### src/pkg/rcs_pkg.sv
// Package for the reset cause status register block
package rcs_pkg;
  localparam int ADDR_W = 4;
  localparam logic [ADDR_W-1:0] OFF_STATUS = 4'h0;
  localparam logic [ADDR_W-1:0] OFF_IRQ_STAT = 4'h4;
  localparam logic [ADDR_W-1:0] OFF_IRQ_MASK = 4'h8;
  localparam int BIT_CMR = 9;
  localparam int BIT_VREG = 8;
  localparam int BIT_PIN = 7;
  localparam int BIT_SW = 6;
  localparam int BIT_WDT = 4;
  localparam int BIT_SLEEP = 3;
  localparam int BIT_IDLE = 2;
  localparam int BIT_BOR = 1;
  localparam int BIT_POR = 0;
  localparam logic [9:0] FLAG_MASK = 10'h2df;
  localparam logic [9:0] RST_STATUS = 10'h003;
  localparam logic [9:0] RST_IRQ = 10'h000;
  localparam logic [9:0] RST_MASK = 10'h000;
  localparam int SYNC_N = 3;
endpackage

### src/rtl/rcs_top.sv
// Reset cause status register with Avalon-MM slave and interrupt
// Function
// Set config mismatch flag bit 9
// Bit 8 keeps regulator on in sleep
// Set pin reset flag bit 7
// Set software reset flag bit 6
// Set watchdog expiry flag bit 4
// Set sleep wake flag bit 3
// Set idle wake flag bit 2
// Set brownout flag bit 1, one at power-on
// Set power-on flag bit 0, one at power-on
// Software clears power-on and brownout after reading
// Flags hardware set, software writable, else zero
// Bits 31-10 and 5 read zero
// Hardware set wins over software clear
`timescale 1ns/100ps
module rcs_top (
  input wire logic clk_sys,
  input wire logic nrst,
  input wire logic [rcs_pkg::ADDR_W-1:0] avs_address,
  input wire logic avs_read,
  input wire logic avs_write,
  input wire logic [31:0] avs_writedata,
  input wire logic [3:0] avs_byteenable,
  output logic [31:0] avs_readdata,
  output logic avs_waitrequest,
  output logic [1:0] avs_response,
  input wire logic evt_config_mismatch,
  input wire logic evt_master_clear_pin,
  input wire logic evt_soft_reset,
  input wire logic evt_watchdog_timer,
  input wire logic evt_sleep_wake,
  input wire logic evt_idle_wake,
  input wire logic evt_brownout,
  input wire logic evt_power_on,
  output logic regulator_standby_keep_on,
  output logic irq
);
  import rcs_pkg::*;

  localparam int N_EVT = 8;
  localparam int EVT_BIT [N_EVT] = '{BIT_CMR, BIT_PIN, BIT_SW, BIT_WDT,
                                      BIT_SLEEP, BIT_IDLE, BIT_BOR, BIT_POR};

  logic [N_EVT-1:0] evt_raw;
  logic [N_EVT-1:0] evt_lvl;
  logic [N_EVT-1:0] evt_pulse;
  logic [9:0] set_vec;

  assign evt_raw = {evt_config_mismatch, evt_master_clear_pin,
                    evt_soft_reset, evt_watchdog_timer, evt_sleep_wake,
                    evt_idle_wake, evt_brownout, evt_power_on};

  // Event inputs arrive from outside this clock domain
  genvar gi;
  generate
    for (gi = 0; gi < N_EVT; gi++) begin : g_evt
      rcs_sync u_sync (
        .clk_sys(clk_sys),
        .nrst(nrst),
        .d_in(evt_raw[gi]),
        .q_out(evt_lvl[gi])
      );
      rcs_edge u_edge (
        .clk_sys(clk_sys),
        .nrst(nrst),
        .lvl(evt_lvl[gi]),
        .pulse(evt_pulse[gi])
      );
    end
  endgenerate

  always_comb begin
    set_vec = 10'h000;
    for (int i = 0; i < N_EVT; i++) begin
      set_vec[EVT_BIT[i]] = evt_pulse[N_EVT-1-i];
    end
  end

  // Bus request decode; one wait cycle for reads and writes
  logic req;
  logic ack_ff;
  logic nxt_ack;
  logic hit_status;
  logic hit_irq;
  logic hit_mask;
  logic wr_lo;
  logic wr_hi;

  assign req = avs_read | avs_write;
  assign hit_status = (avs_address == OFF_STATUS);
  assign hit_irq = (avs_address == OFF_IRQ_STAT);
  assign hit_mask = (avs_address == OFF_IRQ_MASK);
  assign wr_lo = avs_write & ack_ff & avs_byteenable[0];
  assign wr_hi = avs_write & ack_ff & avs_byteenable[1];
  assign avs_waitrequest = req & ~ack_ff;

  always_comb begin
    nxt_ack = req & ~ack_ff;
  end

  // Status register with per-lane write
  logic [9:0] status_ff;
  logic [9:0] nxt_status;
  logic [9:0] irq_ff;
  logic [9:0] nxt_irq;
  logic [9:0] mask_ff;
  logic [9:0] nxt_mask;
  logic [9:0] wr_lane;

  assign wr_lane = {{2{wr_hi}}, {8{wr_lo}}};

  always_comb begin
    nxt_status = status_ff;
    if (hit_status) begin
      nxt_status = (status_ff & ~wr_lane) |
                   (avs_writedata[9:0] & wr_lane);
    end
    nxt_status = (nxt_status | set_vec) & FLAG_MASK;
    nxt_status[BIT_VREG] = status_ff[BIT_VREG];
    if (hit_status && wr_hi) begin
      nxt_status[BIT_VREG] = avs_writedata[BIT_VREG];
    end
  end

  always_comb begin
    nxt_irq = irq_ff;
    if (hit_irq) begin
      nxt_irq = irq_ff & ~(avs_writedata[9:0] & wr_lane);
    end
    nxt_irq = (nxt_irq | set_vec) & FLAG_MASK;
    nxt_mask = mask_ff;
    if (hit_mask) begin
      nxt_mask = ((mask_ff & ~wr_lane) | (avs_writedata[9:0] & wr_lane))
                 & FLAG_MASK;
    end
  end

  always_ff @(posedge clk_sys or negedge nrst) begin
    if (!nrst) begin
      ack_ff <= 1'b0;
      status_ff <= RST_STATUS;
      irq_ff <= RST_IRQ;
      mask_ff <= RST_MASK;
    end else begin
      ack_ff <= nxt_ack;
      status_ff <= nxt_status;
      irq_ff <= nxt_irq;
      mask_ff <= nxt_mask;
    end
  end

  // Read data registered at the wait cycle
  logic [31:0] rdata_ff;
  logic [31:0] nxt_rdata;
  logic [1:0] resp_ff;
  logic [1:0] nxt_resp;

  always_comb begin
    nxt_rdata = rdata_ff;
    nxt_resp = 2'h0;
    if (req && !ack_ff) begin
      nxt_rdata = 32'h0;
      if (hit_status) begin
        nxt_rdata = {22'h0, status_ff};
      end else if (hit_irq) begin
        nxt_rdata = {22'h0, irq_ff};
      end else if (hit_mask) begin
        nxt_rdata = {22'h0, mask_ff};
      end else begin
        nxt_resp = 2'h2;
      end
    end else if (ack_ff) begin
      nxt_resp = resp_ff;
    end
  end

  always_ff @(posedge clk_sys or negedge nrst) begin
    if (!nrst) begin
      rdata_ff <= 32'h0;
      resp_ff <= 2'h0;
    end else begin
      rdata_ff <= nxt_rdata;
      resp_ff <= nxt_resp;
    end
  end

  assign avs_readdata = rdata_ff;
  assign avs_response = resp_ff;
  assign regulator_standby_keep_on = status_ff[BIT_VREG];
  assign irq = |(irq_ff & mask_ff);

  a_reserved_zero: assert property (@(posedge clk_sys) disable iff (!nrst)
    (status_ff & ~(FLAG_MASK | 10'h100)) == 10'h0)
    else $error("reserved status bit set");

  a_set_wins: assert property (@(posedge clk_sys) disable iff (!nrst)
    evt_pulse[0] |=> status_ff[BIT_POR])
    else $error("power-on event lost");

  a_wdt_set: assert property (@(posedge clk_sys) disable iff (!nrst)
    evt_pulse[4] |=> status_ff[BIT_WDT])
    else $error("watchdog flag not set");

  a_cmr_set: assert property (@(posedge clk_sys) disable iff (!nrst)
    $rose(evt_lvl[7]) |=> status_ff[BIT_CMR])
    else $error("mismatch flag not set");

  a_pin_set: assert property (@(posedge clk_sys) disable iff (!nrst)
    evt_pulse[6] |=> status_ff[BIT_PIN])
    else $error("pin flag not set");

  a_sw_set: assert property (@(posedge clk_sys) disable iff (!nrst)
    evt_pulse[5] |=> status_ff[BIT_SW])
    else $error("soft flag not set");

  a_sleep_idle: assert property (@(posedge clk_sys) disable iff (!nrst)
    evt_pulse[3] && evt_pulse[2] |=> status_ff[BIT_SLEEP] &&
    status_ff[BIT_IDLE])
    else $error("wake flag not set");

  a_bor_set: assert property (@(posedge clk_sys) disable iff (!nrst)
    evt_pulse[1] |=> status_ff[BIT_BOR])
    else $error("brownout flag not set");

  a_vreg_hold: assert property (@(posedge clk_sys) disable iff (!nrst)
    !(avs_write && hit_status) |=> $stable(regulator_standby_keep_on))
    else $error("regulator bit changed");

  a_flag_hold: assert property (@(posedge clk_sys) disable iff (!nrst)
    !(avs_write && hit_status) && status_ff[BIT_POR]
    |=> status_ff[BIT_POR])
    else $error("flag cleared without write");

  // Bus handshake: one wait cycle, then a single ack
  a_wait_first: assert property (@(posedge clk_sys)
    disable iff (!nrst)
    req && !ack_ff |-> avs_waitrequest)
    else $error("no wait on new request");

  a_ack_follow: assert property (@(posedge clk_sys)
    disable iff (!nrst)
    req && !ack_ff |=> ack_ff)
    else $error("ack missing after wait");

  a_ack_single: assert property (@(posedge clk_sys)
    disable iff (!nrst)
    ack_ff |=> !ack_ff)
    else $error("ack held too long");

  a_ack_idle: assert property (@(posedge clk_sys)
    disable iff (!nrst)
    !req |=> !ack_ff)
    else $error("ack without request");

  a_idle_nowait: assert property (@(posedge clk_sys)
    disable iff (!nrst)
    !req |-> !avs_waitrequest)
    else $error("wait while idle");

  // Read data and response
  a_rdata_status: assert property (@(posedge clk_sys)
    disable iff (!nrst)
    avs_read && hit_status && !ack_ff |=>
    avs_readdata == {22'h0, $past(status_ff)})
    else $error("status read data wrong");

  a_rdata_irq: assert property (@(posedge clk_sys)
    disable iff (!nrst)
    avs_read && hit_irq && !ack_ff |=> avs_readdata == {22'h0, $past(irq_ff)})
    else $error("irq status read data wrong");

  a_rdata_mask: assert property (@(posedge clk_sys)
    disable iff (!nrst)
    avs_read && hit_mask && !ack_ff |=> avs_readdata == {22'h0, $past(mask_ff)})
    else $error("mask read data wrong");

  a_rd_unmapped: assert property (@(posedge clk_sys)
    disable iff (!nrst)
    req && !ack_ff && !(hit_status || hit_irq || hit_mask) |=> avs_readdata == 32'h0)
    else $error("unmapped read not zero");

  a_rdata_upper: assert property (@(posedge clk_sys)
    disable iff (!nrst)
    avs_readdata[31:10] == 22'h0 && !avs_readdata[5])
    else $error("unimplemented bits read nonzero");

  a_rdata_hold: assert property (@(posedge clk_sys)
    disable iff (!nrst)
    !(req && !ack_ff) |=> avs_readdata == $past(avs_readdata))
    else $error("read data changed while idle");

  a_resp_unmapped: assert property (@(posedge clk_sys)
    disable iff (!nrst)
    req && !ack_ff && !(hit_status || hit_irq || hit_mask) |=> avs_response == 2'h2)
    else $error("unmapped response missing");

  a_resp_mapped: assert property (@(posedge clk_sys)
    disable iff (!nrst)
    req && !ack_ff && (hit_status || hit_irq || hit_mask) |=> avs_response == 2'h0)
    else $error("mapped response not okay");

  // Register state and interrupt
  a_irq_set: assert property (@(posedge clk_sys)
    disable iff (!nrst)
    set_vec[BIT_WDT] && mask_ff[BIT_WDT] && !(avs_write && hit_mask) |=> irq)
    else $error("unmasked event without irq");

  a_irq_clear: assert property (@(posedge clk_sys)
    disable iff (!nrst)
    wr_lo && hit_irq && avs_writedata[BIT_WDT] && !set_vec[BIT_WDT] |=> !irq_ff[BIT_WDT])
    else $error("irq status not cleared");

  a_irq_sticky: assert property (@(posedge clk_sys)
    disable iff (!nrst)
    irq_ff[BIT_PIN] && !(avs_write && hit_irq) |=> irq_ff[BIT_PIN])
    else $error("irq status lost");

  a_vreg_write: assert property (@(posedge clk_sys)
    disable iff (!nrst)
    wr_hi && hit_status |=> regulator_standby_keep_on == $past(avs_writedata[BIT_VREG]))
    else $error("regulator bit not written");

  a_cmr_clear: assert property (@(posedge clk_sys)
    disable iff (!nrst)
    wr_hi && hit_status && !avs_writedata[BIT_CMR] && !set_vec[BIT_CMR] |=> !status_ff[BIT_CMR])
    else $error("mismatch flag not cleared");

  a_status_hold: assert property (@(posedge clk_sys)
    disable iff (!nrst)
    !(avs_write && hit_status) && set_vec == 10'h0 |=> status_ff == $past(status_ff))
    else $error("status changed without cause");

  a_mask_hold: assert property (@(posedge clk_sys)
    disable iff (!nrst)
    !(avs_write && hit_mask) |=> mask_ff == $past(mask_ff))
    else $error("mask changed without write");

  a_sleep_set: assert property (@(posedge clk_sys)
    disable iff (!nrst)
    evt_pulse[3] |=> status_ff[BIT_SLEEP])
    else $error("sleep flag not set");

  a_idle_set: assert property (@(posedge clk_sys)
    disable iff (!nrst)
    evt_pulse[2] |=> status_ff[BIT_IDLE])
    else $error("idle flag not set");

  a_por_irq: assert property (@(posedge clk_sys)
    disable iff (!nrst)
    evt_pulse[0] |=> irq_ff[BIT_POR])
    else $error("power-on irq status not set");

  a_bor_irq: assert property (@(posedge clk_sys)
    disable iff (!nrst)
    evt_pulse[1] |=> irq_ff[BIT_BOR])
    else $error("brownout irq status not set");
endmodule

### src/rtl/rcs_sync.sv
// Three-stage synchroniser with second/third agreement
`timescale 1ns/100ps
module rcs_sync (
  input wire logic clk_sys,
  input wire logic nrst,
  input wire logic d_in,
  output logic q_out
);
  logic [2:0] stage_ff;
  logic [2:0] nxt_stage;
  logic q_ff;
  logic nxt_q;
  always_comb begin
    nxt_stage = {stage_ff[1:0], d_in};
    nxt_q = q_ff;
    if (stage_ff[1] == stage_ff[2]) begin
      nxt_q = stage_ff[2];
    end
  end
  always_ff @(posedge clk_sys or negedge nrst) begin
    if (!nrst) begin
      stage_ff <= 3'h0;
      q_ff <= 1'b0;
    end else begin
      stage_ff <= nxt_stage;
      q_ff <= nxt_q;
    end
  end
  assign q_out = q_ff;
endmodule

### src/rtl/rcs_edge.sv
// Rising-edge pulse from a synchronised level
`timescale 1ns/100ps
module rcs_edge (
  input wire logic clk_sys,
  input wire logic nrst,
  input wire logic lvl,
  output logic pulse
);
  logic prev_ff;
  logic nxt_prev;
  always_comb begin
    nxt_prev = lvl;
  end
  always_ff @(posedge clk_sys or negedge nrst) begin
    if (!nrst) begin
      prev_ff <= 1'b0;
    end else begin
      prev_ff <= nxt_prev;
    end
  end
  assign pulse = lvl & ~prev_ff;
endmodule

### config.mk
export PLATFORM = sky130hd
export DESIGN_NAME = rcs_top
export DESIGN_NICKNAME = d
export VERILOG_FILES = /design/src/pkg/rcs_pkg.sv /design/src/rtl/rcs_top.sv /design/src/rtl/rcs_sync.sv /design/src/rtl/rcs_edge.sv
export SDC_FILE = /design/constraint.sdc
export NUM_CORES = 1
export LEC_CHECK = 0
export BUFFER_PORTS_ARGS = -buffer_cell sky130_fd_sc_hd__buf_2
export CAP_MARGIN = 15
export CORE_MARGIN = 1.5
export CORE_UTILIZATION = 35
export DETAILED_ROUTE_END_ITERATION = 16
export HOLD_SLACK_MARGIN = 0.1
export MAX_ROUTING_LAYER = met4
export PLACE_DENSITY = 0.69
export SLEW_MARGIN = 0
export SYNTH_ARGS = -nofsm -noshare
export SYNTH_HDL_FRONTEND = slang
export SYNTH_SLANG_ARGS = --single-unit
### constraint.sdc
create_clock -name clk_sys -period 2.9 [get_ports clk_sys]
set_input_delay 0 -clock clk_sys [delete_from_list [all_inputs] [get_ports clk_sys]]
set_output_delay 0 -clock clk_sys [all_outputs]
set_load 0.01 [all_outputs]
==> metrics.txt, run 1 <==
Seq/Total Area, Yosys 62.8%; Yosys top cell area share 61.1%; clock sinks 76; worst-case clock buffer depth 2; YS warnings 0; most frequent cell after synthesis dfrtp_1; critical path class input pin to register; Hold Crit Depth 4; I/O pin cnt 89; Fmax 560 MHz; critical-path maximum fanout 19; final WL 5290 µm; power per cell area 619 nW/µm²; required time at the worst-slack endpoint 3.13 ns; GR Overflow Total 0; initial cell density of the core 36.5%; via count 1,862; DPL Wire Length 3410 µm; Via density 4.64; hold path start avs_write; Num CTS Buffers 9; H-tree depth 3; Chip Width 96.1 µm; Routed Antenna Nets 0; final setup violation count 0; TritonRoute pass-1 iters 4; RSZ-0062 raised after global routing no; clock skew 0.00639 ns; DR iter-0 viols 85; pin count of the biggest net entering global routing 77; Critical Path End Type register; worst slew pin tran 1.08 ns; area of the core 8300 µm²; R2R depth 3; PortBufs 39; Final nets 343; P_leak 1.65 nW; filler cell count 775; num rows 33; setup_tns 0 ns; HP Class input pin to register; # diodes 0; Rel. slew slack 28.0%; Critical Path AT 2.02 ns; crit path time final 1.79 ns; Area contributors post-synth dfrtp_1, buf_4, mux2_2; Top FF cell, synth dfrtp_1; Vert. Die Dim 96.1 µm; number of synthesized flops with an enable pin 0; placed inst area 3240 µm²; Synth area leader dfrtp_1; multi-input logic area 992 µm²; vias in the first global route 1,788; share of cells above drive strength 1 24.0%; Synth Area per Inst 13.3 µm²; Die Footprint 9230 µm²; CTS clk-pin slew, worst paths 0.08 ns; first-pass GRT wire length 8690 µm; Post-Syn Area 3030 µm²; Cell variety after synth 30; startpoint types input pin; initial antenna violation count 0; Storage cell area 1900 µm²; Synth top cells by count dfrtp_1, buf_4, nor2b_1, and3_1; flop-to-flop setup slack 1.13 ns; synthesis-to-finish area growth 20.7%; GPL Wtd Cong 0.760; Overall Global Routing Usage 13.1%; clk_lat worst skew 0.34 ns; max cap viols 0; Async S/R FF share, synth 100%; final hold slack 0.171 ns; post-synthesis register bit count 76; design area 3660 µm²; status complete, no violations; Final Cycle Share 61.6%; root buffer cell clkbuf_8; Cells after Synth 228; Routed WL per cell 13.2 µm; CTS tree done; FF-to-FF Start ack_ff$_DFF_PN0_; # DRC 0; Hold Path Sink irq_ff[9]$_DFF_PN0_; final-report hold violation count 0; IR Drop Worst-Case VDD 0.000288 V; Final Max Tran Viols 0
[cells in the final DEF, fill, tap and decap left out, types with 2 or more instances in the layout]
cell type / Yosys / layout
maj3_1: 8 / 8
dfrtp_1: 74 / 74
mux2_2: 9 / 9
a211o_1: 8 / 8
nand2b_1: 8 / 8
nor3_1: 2 / 2
a32o_1: 8 / 8
clkbuf_8: 0 / 13
dlygate4sd3_1: 0 / 20
or2b_1: 8 / 8
nor2b_1: 16 / 16
nand3_1: 9 / 9
o21ai_0: 2 / 2
a22oi_1: 4 / 4
conb_1: 1 / 24
buf_2: 2 / 38
and3_1: 10 / 10
buf_4: 24 / 2
a21oi_1: 8 / 8
dfstp_2: 2 / 2
nand2_1: 4 / 4
a21o_1: 8 / 8
[cell families (layout without fill, tap and decap cells)]
| logic type | Yosys count | after routing | synth area share (%) |
|---|---|---|---|
| adder cells (fa/ha/maj) | 8 | 8 | 2.64 |
| AND/OR/NAND/NOR | 62 | 62 | 13.7 |
| AO/OA/AOI/OAI | 40 | 40 | 10.1 |
| multiplexers | 9 | 9 | 3.34 |
| buffers and inverters | 32 | 77 | 7.27 |
| flip-flops | 76 | 76 | 62.8 |
| other | 1 | 24 | 0.124 |
[what timing repair did]
action                                  CTS  global route
hold buffers                             20             0
hold endpoints to repair                108             0
resized for setup                         0             0
setup buffers                             0             0
endpoints found under the setup margin    0             0
[layout make-up]
class | count | area share (%)
Clock buffer | 13 | 4.89
Sequential cell | 76 | 52.1
Inverter | 1 | 0.103
Timing Repair Buffer | 60 | 11.1
Tap cell | 105 | 3.59
Clock inverter | 3 | 1.16
Multi-Input combinational cell | 143 | 27.1
[worst max path at each step]
stage / startpoint / endpoint / cells past startpoint
2_1_floorplan: ack_ff$_DFF_PN0_ / status_ff[3]$_DFF_PN0_ / 5
3_3_place_gp: avs_address[3] / status_ff[6]$_DFF_PN0_ / 4
3_5_place_dp: avs_address[3] / status_ff[2]$_DFF_PN0_ / 4
4_1_cts: avs_address[1] / status_ff[2]$_DFF_PN0_ / 5
5_1_grt: avs_address[1] / status_ff[9]$_DFF_PN0_ / 5
6_report: avs_address[1] / status_ff[9]$_DFF_PN0_ / 5
[per-layer routing]
layer	up-vias	GRT usage [%]	wire length (µm)
met1	893	16.0	2360
met5	-	-	0
met3	11	4.42	412
met2	70	20.1	2440
li1	888	-	-
met4	0	4.78	80
[where the power goes]
group	total, mW	switching, mW	internal (mW)	leakage (nW)
Clock	0.857	0.367	0.490	0.112
Combinational	0.231	0.124	0.107	0.655
Sequential	1.17	0.0395	1.14	0.878
Total	2.26	0.531	1.73	1.65
[per-stage QoR]
stage | std cells | total power [mW] | setup slack [ns] | util, %
2_1_floorplan | 251 | 1.34 | 1.52 | -
3_3_place_gp | 365 | 1.40 | 1.14 | 39.0
4_1_cts | 401 | 2.30 | 1.10 | 44.1
6_report | 401 | 2.26 | 1.11 | 44.1
5_1_grt | 401 | 2.38 | 0.972 | 44.1
3_5_place_dp | 365 | 1.41 | 1.13 | 39.0
[critical path, stage by stage]
cell,delay [ns]
dlygate4sd3_1,0.53
buf_2,0.17
nor4_4,0.76
nand2_1,0.21
a211o_1,0.34
(Power assumes the default switching activity.)
==> inputs of run 2 (changes only) <==
- PLACE_DENSITY: 0.69 -> 0.71
- clock period: 2.9 -> 1.6 ns (I/O delays scaled with it)
==> run 2 against run 1 <==
Effect of this change:
- register-to-register slack got worse by 0.88 ns
- routed wire length rose by 4.6%
- core utilization rose by 0.84 points
- critical endpoint is now avs_readdata[6]$_DFFE_PN0P_
- largest cell class unchanged
- largest power group unchanged
- highest routed layer unchanged
==> metrics.txt, run 2 (synthesis gave the netlist of run 1 again) <==
status complete, no violations (unchanged); Via density 4.68 (was 4.64); GPL Wtd Cong 0.784 (was 0.760); post_cts resized 0 (unchanged); synthesis-to-finish area growth 23.0% (was 20.7%); P_leak 1.68 nW (was 1.65 nW); GR Overflow Total 0 (unchanged); Vert. Die Dim 96.1 µm (unchanged); startpoint types input pin (unchanged); Net Switching 990 µW (was 531 µW); pin count of the biggest net entering global routing 44 (was 77); cell family with most CP delay buffers and inverters (was simple AND/OR/NAND/NOR gates); final setup violation count 0 (unchanged); initial antenna violation count 0 (unchanged); max cap viols 0 (unchanged); # DRC 0 (unchanged); commonest non-fill, non-tap cells in the layout dfrtp_1, buf_2, conb_1, dlygate4sd3_1, nor2b_1 (unchanged); num rows 33 (unchanged); Fmax 690 MHz; area of the core 8300 µm² (unchanged); Final nets 351 (was 343); Num CTS Buffers 9 (unchanged); Critical Path End Type register (unchanged); clk_lat worst skew 0.34 ns (about the same); setup_tns 0 ns (unchanged); Final Max Tran Viols 0 (unchanged); DPL Wire Length 3600 µm (was 3410 µm); Pint 3.15 mW (was 1.73 mW); power per cell area 1110 nW/µm² (was 619 nW/µm²); Critical Path AT 1.68 ns (was 2.02 ns); Non-Filler Instances 409 (was 401); CP Buf/Inv Count 3 (was 2); HP Class input pin to async pin (was input pin to register); IR Drop Worst-Case VDD 0.000523 V (was 0.000288 V); CTS tree done (unchanged); root buffer cell clkbuf_8 (unchanged); clock skew 0.0103 ns (was 0.00639 ns); clock sinks 76 (unchanged); via count 1,914 (was 1,862); Inst Count DP 372 (was 365); final WL 5540 µm (was 5290 µm); share of total power in combinational logic 10.7% (was 10.2%); CTS clk-pin slew, worst paths 0.08 ns (about the same); I/O pin cnt 89 (unchanged); Final Cycle Share 90.5%; commonest non-fill, non-tap cell in the layout dfrtp_1 (unchanged); H-tree depth 3 (unchanged); FF-to-FF Start ack_ff$_DFF_PN0_ (unchanged); flop-to-flop setup slack 0.25 ns (was 1.13 ns); Sw Ratio 23.9% (was 23.5%); crit path time final 1.45 ns; Clk pwr share 37.7% (was 37.9%); filler cell count 760 (was 775); RSZ-0062 raised after global routing no (unchanged); R2R depth 4 (was 3); Routed WL per cell 13.5 µm (was 13.2 µm); Die Footprint 9230 µm² (unchanged); vias in the first global route 1,823 (was 1,788); PortBufs 39 (unchanged); first-pass GRT wire length 8980 µm (was 8690 µm); required time at the worst-slack endpoint 1.83 ns (was 3.13 ns); Routed Antenna Nets 0 (unchanged); total power 4.14 mW (was 2.26 mW); # diodes 0 (unchanged); crit-path cells dlygate4sd3_1 -> buf_2 -> nor4_4 -> buf_4 -> or2b_1 -> a32o_1 (was dlygate4sd3_1 -> buf_2 -> nor4_4 -> nand2_1 -> a211o_1); Chip Width 96.1 µm (unchanged); Overall Global Routing Usage 13.6% (was 13.1%); worst-case clock buffer depth 2 (unchanged); TritonRoute pass-1 iters 4 (unchanged); R2R Path End status_ff[4]$_DFF_PN0_; initial cell density of the core 36.5% (unchanged); critical-path maximum fanout 19 (unchanged); DR iter-0 viols 93 (was 85); share of cells above drive strength 1 25.3% (was 24.0%); Seq pwr share 51.6% (was 51.9%); critical path class input pin to register (unchanged); CP peak stage delay 0.53 ns (was 0.76 ns); slowest cell on the critical path dlygate4sd3_1 (was nor4_4); final-report hold violation count 0 (unchanged)
run 2: cell types whose count changed in the layout (fill, tap and decap cells not counted), sizes merged:
cell	change
buf	+7
clkinvlp	+1
clkbuf	-3
bufinv	+1
clkinv	+1
dlygate4sd3	+1
run 2: power groups by stage:
stage	clock network (mW)	registers, mW	logic [mW]
floorplan	0	2.16	0.260
global placement	0	2.16	0.396
detailed placement	0	2.17	0.407
CTS	1.61	2.13	0.447
global route	1.69	2.15	0.498
finish	1.56	2.13	0.443
run 2: repair_timing:
action | 4_1_cts | 5_1_grt
hold buffers | 21 | 0
setup buffers | 0 | 0
hold endpoints to repair | 110 | 0
setup endpoints to repair | 0 | 0
run 2: worst register-to-register path: stages, from the launching register on:
cell and delay, ns:
dfrtp_1 0.36, and3_1 0.21, buf_4 0.24, nand2_4 0.12, a211o_1 0.31
run 2: worst max-delay path by stage:
stage	startpoint	end	cells after the start	slack, ns
after floorplan	ack_ff$_DFF_PN0_	status_ff[3]$_DFF_PN0_	5	0.22
after global placement	avs_address[2]	avs_readdata[6]$_DFFE_PN0P_	5	0.23
after detailed placement	avs_address[2]	avs_readdata[6]$_DFFE_PN0P_	5	0.23
after CTS	avs_address[1]	avs_readdata[6]$_DFFE_PN0P_	6	0.18
after global routing	avs_address[1]	avs_readdata[1]$_DFFE_PN0P_	6	0.09
final	avs_address[1]	avs_readdata[6]$_DFFE_PN0P_	6	0.15
run 2: per-layer routing:
layer  track usage [%]  routed length (µm)  vias up
met5                 -                   0        -
met4              5.64                  74        0
met3              4.34                 334        8
met2              20.2                2550       68
met1              17.2                2580      937
li1                  -                   -      901
run 2: layout make-up:
class,instances,area [µm²],share of cell area (%)
clock inverter,6,88.8,2.38
inverter,1,3.75,0.101
clock buffer,10,128,3.42
timing repair buffer,68,480,12.9
tap,105,131,3.52
sequential,76,1900,51.1
multi-input combinational,143,992,26.6
run 2: through the flow:
step / hold slack [ns] / utilization (%) / setup WS, ns / instance area, µm²
2_1_floorplan: -0.296 / - / 0.223 / 3120
3_3_place_gp: -0.0266 / 39.8 / 0.233 / 3300
3_5_place_dp: -0.0233 / 39.8 / 0.227 / 3300
4_1_cts: 0.127 / 44.9 / 0.176 / 3730
5_1_grt: 0.160 / 44.9 / 0.0880 / 3730
6_report: 0.141 / 44.9 / 0.151 / 3730
==> inputs of run 3 (changes only) <==
==> constraint.sdc (replaced) <==
create_clock -name clk_sys -period 1.6 [get_ports clk_sys]
set_input_delay 0.08 -clock clk_sys [delete_from_list [all_inputs] [get_ports clk_sys]]
set_output_delay 0.08 -clock clk_sys [all_outputs]
set_load 0.01 [all_outputs]
==> run 3 against run 2 <==
Effect of this change:
- flip-flop and latch count unchanged
- total power decreased by 1.6%
- count of clock-buffer cells in the layout increased by 3
- clock power decreased by 4%
- highest routed layer unchanged
- cell count decreased by 0.73%
- cell area decreased by 0.91%
- critical path depth decreased by 2
- non-clock buffer count decreased by 3
- core utilization decreased by 0.41 points
- global-route usage increased by 0.11 points
- first-iteration DRC count increased by 41%
- clock skew decreased by 0.0023 ns
==> metrics.txt, run 3 (synthesis gave the netlist of run 1 again) <==
GPL Wtd Cong 0.785 (was 0.784); final WL 5490 µm (was 5540 µm); final hold slack 0.145 ns (was 0.141 ns); pin count of the biggest net entering global routing 77 (was 44); final-report hold violation count 0 (unchanged); Final Max Tran Viols 0 (unchanged); CTS clk-pin slew, worst paths 0.08 ns (about the same); Final Cycle Share 87.2% (was 90.5%); status complete, no violations (unchanged); crit path time final 1.40 ns (was 1.45 ns); Routed met2 length 2550 µm (about the same); critical-path maximum fanout 12 (was 19); Routed WL per cell 13.5 µm (about the same); RSZ-0062 raised after global routing no (unchanged); IR Drop Worst-Case VDD 0.000645 V (was 0.000523 V); Vert. Die Dim 96.1 µm (unchanged); Overall Global Routing Usage 13.7% (was 13.6%); PortBufs 39 (unchanged); worst-case clock buffer depth 2 (unchanged); commonest non-fill, non-tap cells in the layout dfrtp_1, buf_2, conb_1, dlygate4sd3_1, nor2b_1 (unchanged); initial antenna violation count 0 (unchanged); power per cell area 1100 nW/µm² (was 1110 nW/µm²); # diodes 0 (unchanged); area of the core 8300 µm² (unchanged); TritonRoute pass-1 iters 4 (unchanged); DR iter-0 viols 131 (was 93); DPL Wire Length 3590 µm (was 3600 µm); num rows 33 (unchanged); Num CTS Buffers 9 (unchanged); Critical Path End Type primary output (was register); setup_tns 0 ns (unchanged); Met1 Wirelength 2560 µm (was 2580 µm); P_leak 1.68 nW (about the same); first-pass GRT wire length 9050 µm (was 8980 µm); via count 1,900 (was 1,914); metal3 WL 308 µm (was 334 µm); # DRC 0 (unchanged); clock sinks 76 (unchanged); FF-to-FF Start ack_ff$_DFF_PN0_ (unchanged); required time at the worst-slack endpoint 1.52 ns (was 1.83 ns); HP Class input pin to register (was input pin to async pin); CP Capture Point avs_waitrequest (was avs_readdata[6]$_DFFE_PN0P_); critical path class register to primary output (was input pin to register); R2R Path End status_ff[7]$_DFF_PN0_ (was status_ff[4]$_DFF_PN0_); clk_lat worst skew 0.34 ns (about the same); filler cell count 788 (was 760); clock skew 0.00803 ns (was 0.0103 ns); share of cells above drive strength 1 25.6% (was 25.3%); Via density 4.68 (about the same); Fmax 716 MHz (was 690 MHz); final setup violation count 0 (unchanged); I/O pin cnt 89 (unchanged); Die Footprint 9230 µm² (unchanged); Chip Width 96.1 µm (unchanged); Routed Antenna Nets 0 (unchanged); flop-to-flop setup slack 0.23 ns (was 0.25 ns); Final nets 348 (was 351); crit path from ack_ff$_DFF_PN0_ (was avs_address[1]); synthesis-to-finish area growth 21.9% (was 23.0%); commonest non-fill, non-tap cell in the layout dfrtp_1 (unchanged); root buffer cell clkbuf_8 (unchanged); vias in the first global route 1,891 (was 1,823); CTS tree done (unchanged); uppermost routed layer met4 (unchanged); max cap viols 0 (unchanged); R2R depth 4 (unchanged); startpoint types register (was input pin); Critical Path AT 1.32 ns (was 1.68 ns); initial cell density of the core 36.5% (unchanged); H-tree depth 3 (unchanged); post_cts resized 0 (unchanged); GR Overflow Total 0 (unchanged)
## run 3: metrics by stage
stage,instances,instance area [µm²],total power [mW],utilization [%],worst slack [ns]
after floorplan,251,3120,2.42,-,0.223
after global placement,372,3300,2.56,39.8,0.192
after detailed placement,372,3300,2.58,39.8,0.150
after CTS,406,3690,4.15,44.5,0.169
after global routing,406,3690,4.30,44.5,0.110
final,406,3690,4.07,44.5,0.204
## run 3: per-layer routing
metal / global-route usage, % / vias to the layer above
li1: - / 889
met1: 16.9 / 944
met2: 20.3 / 57
met3: 5.06 / 10
met4: 5.88 / 0
met5: - / -
## run 3: cell type report
class,count,area (µm²),area share [%]
well taps,105,131,3.56
flip-flops and latches,76,1900,51.5
clock buffers,13,169,4.57
multi-input cells,143,992,26.9
repair buffers,65,450,12.2
clock inverters,3,43.8,1.19
inverters,1,3.75,0.102
## run 3: worst max-delay path: stages (launching register included)
cell and delay, ns:
dfrtp_1 0.40, o21bai_1 0.17, buf_4 0.20, inv_1 0.08
buf_2 0.13
## run 3: how the worst min path moves through the flow
stage / startpoint / end / slack [ns] / cells past startpoint
global route: avs_address[0] / avs_response[1]$_DFFE_PN0P_ / 0.16 / 3
floorplan: nrst / async pin / -0.22 / 0
CTS: avs_address[0] / avs_response[1]$_DFFE_PN0P_ / 0.12 / 3
detailed placement: nrst / g_evt[4].u_sync.stage_ff[0]$_DFF_PN0_ / 0.13 / 2
global placement: nrst / g_evt[4].u_sync.stage_ff[0]$_DFF_PN0_ / 0.13 / 2
finish: avs_address[0] / avs_response[1]$_DFFE_PN0P_ / 0.14 / 3
## run 3: power breakdown
group | leakage, nW | internal, mW | total, mW | switching, mW
clock | 0.110 | 0.849 | 1.50 | 0.653
combinational | 0.687 | 0.205 | 0.435 | 0.231
sequential | 0.878 | 2.06 | 2.13 | 0.0740
## run 3: what timing repair did
action	CTS	global route
hold endpoints to repair	109	0
hold buffers	18	0
setup buffers	0	0
endpoints found under the setup margin	0	0
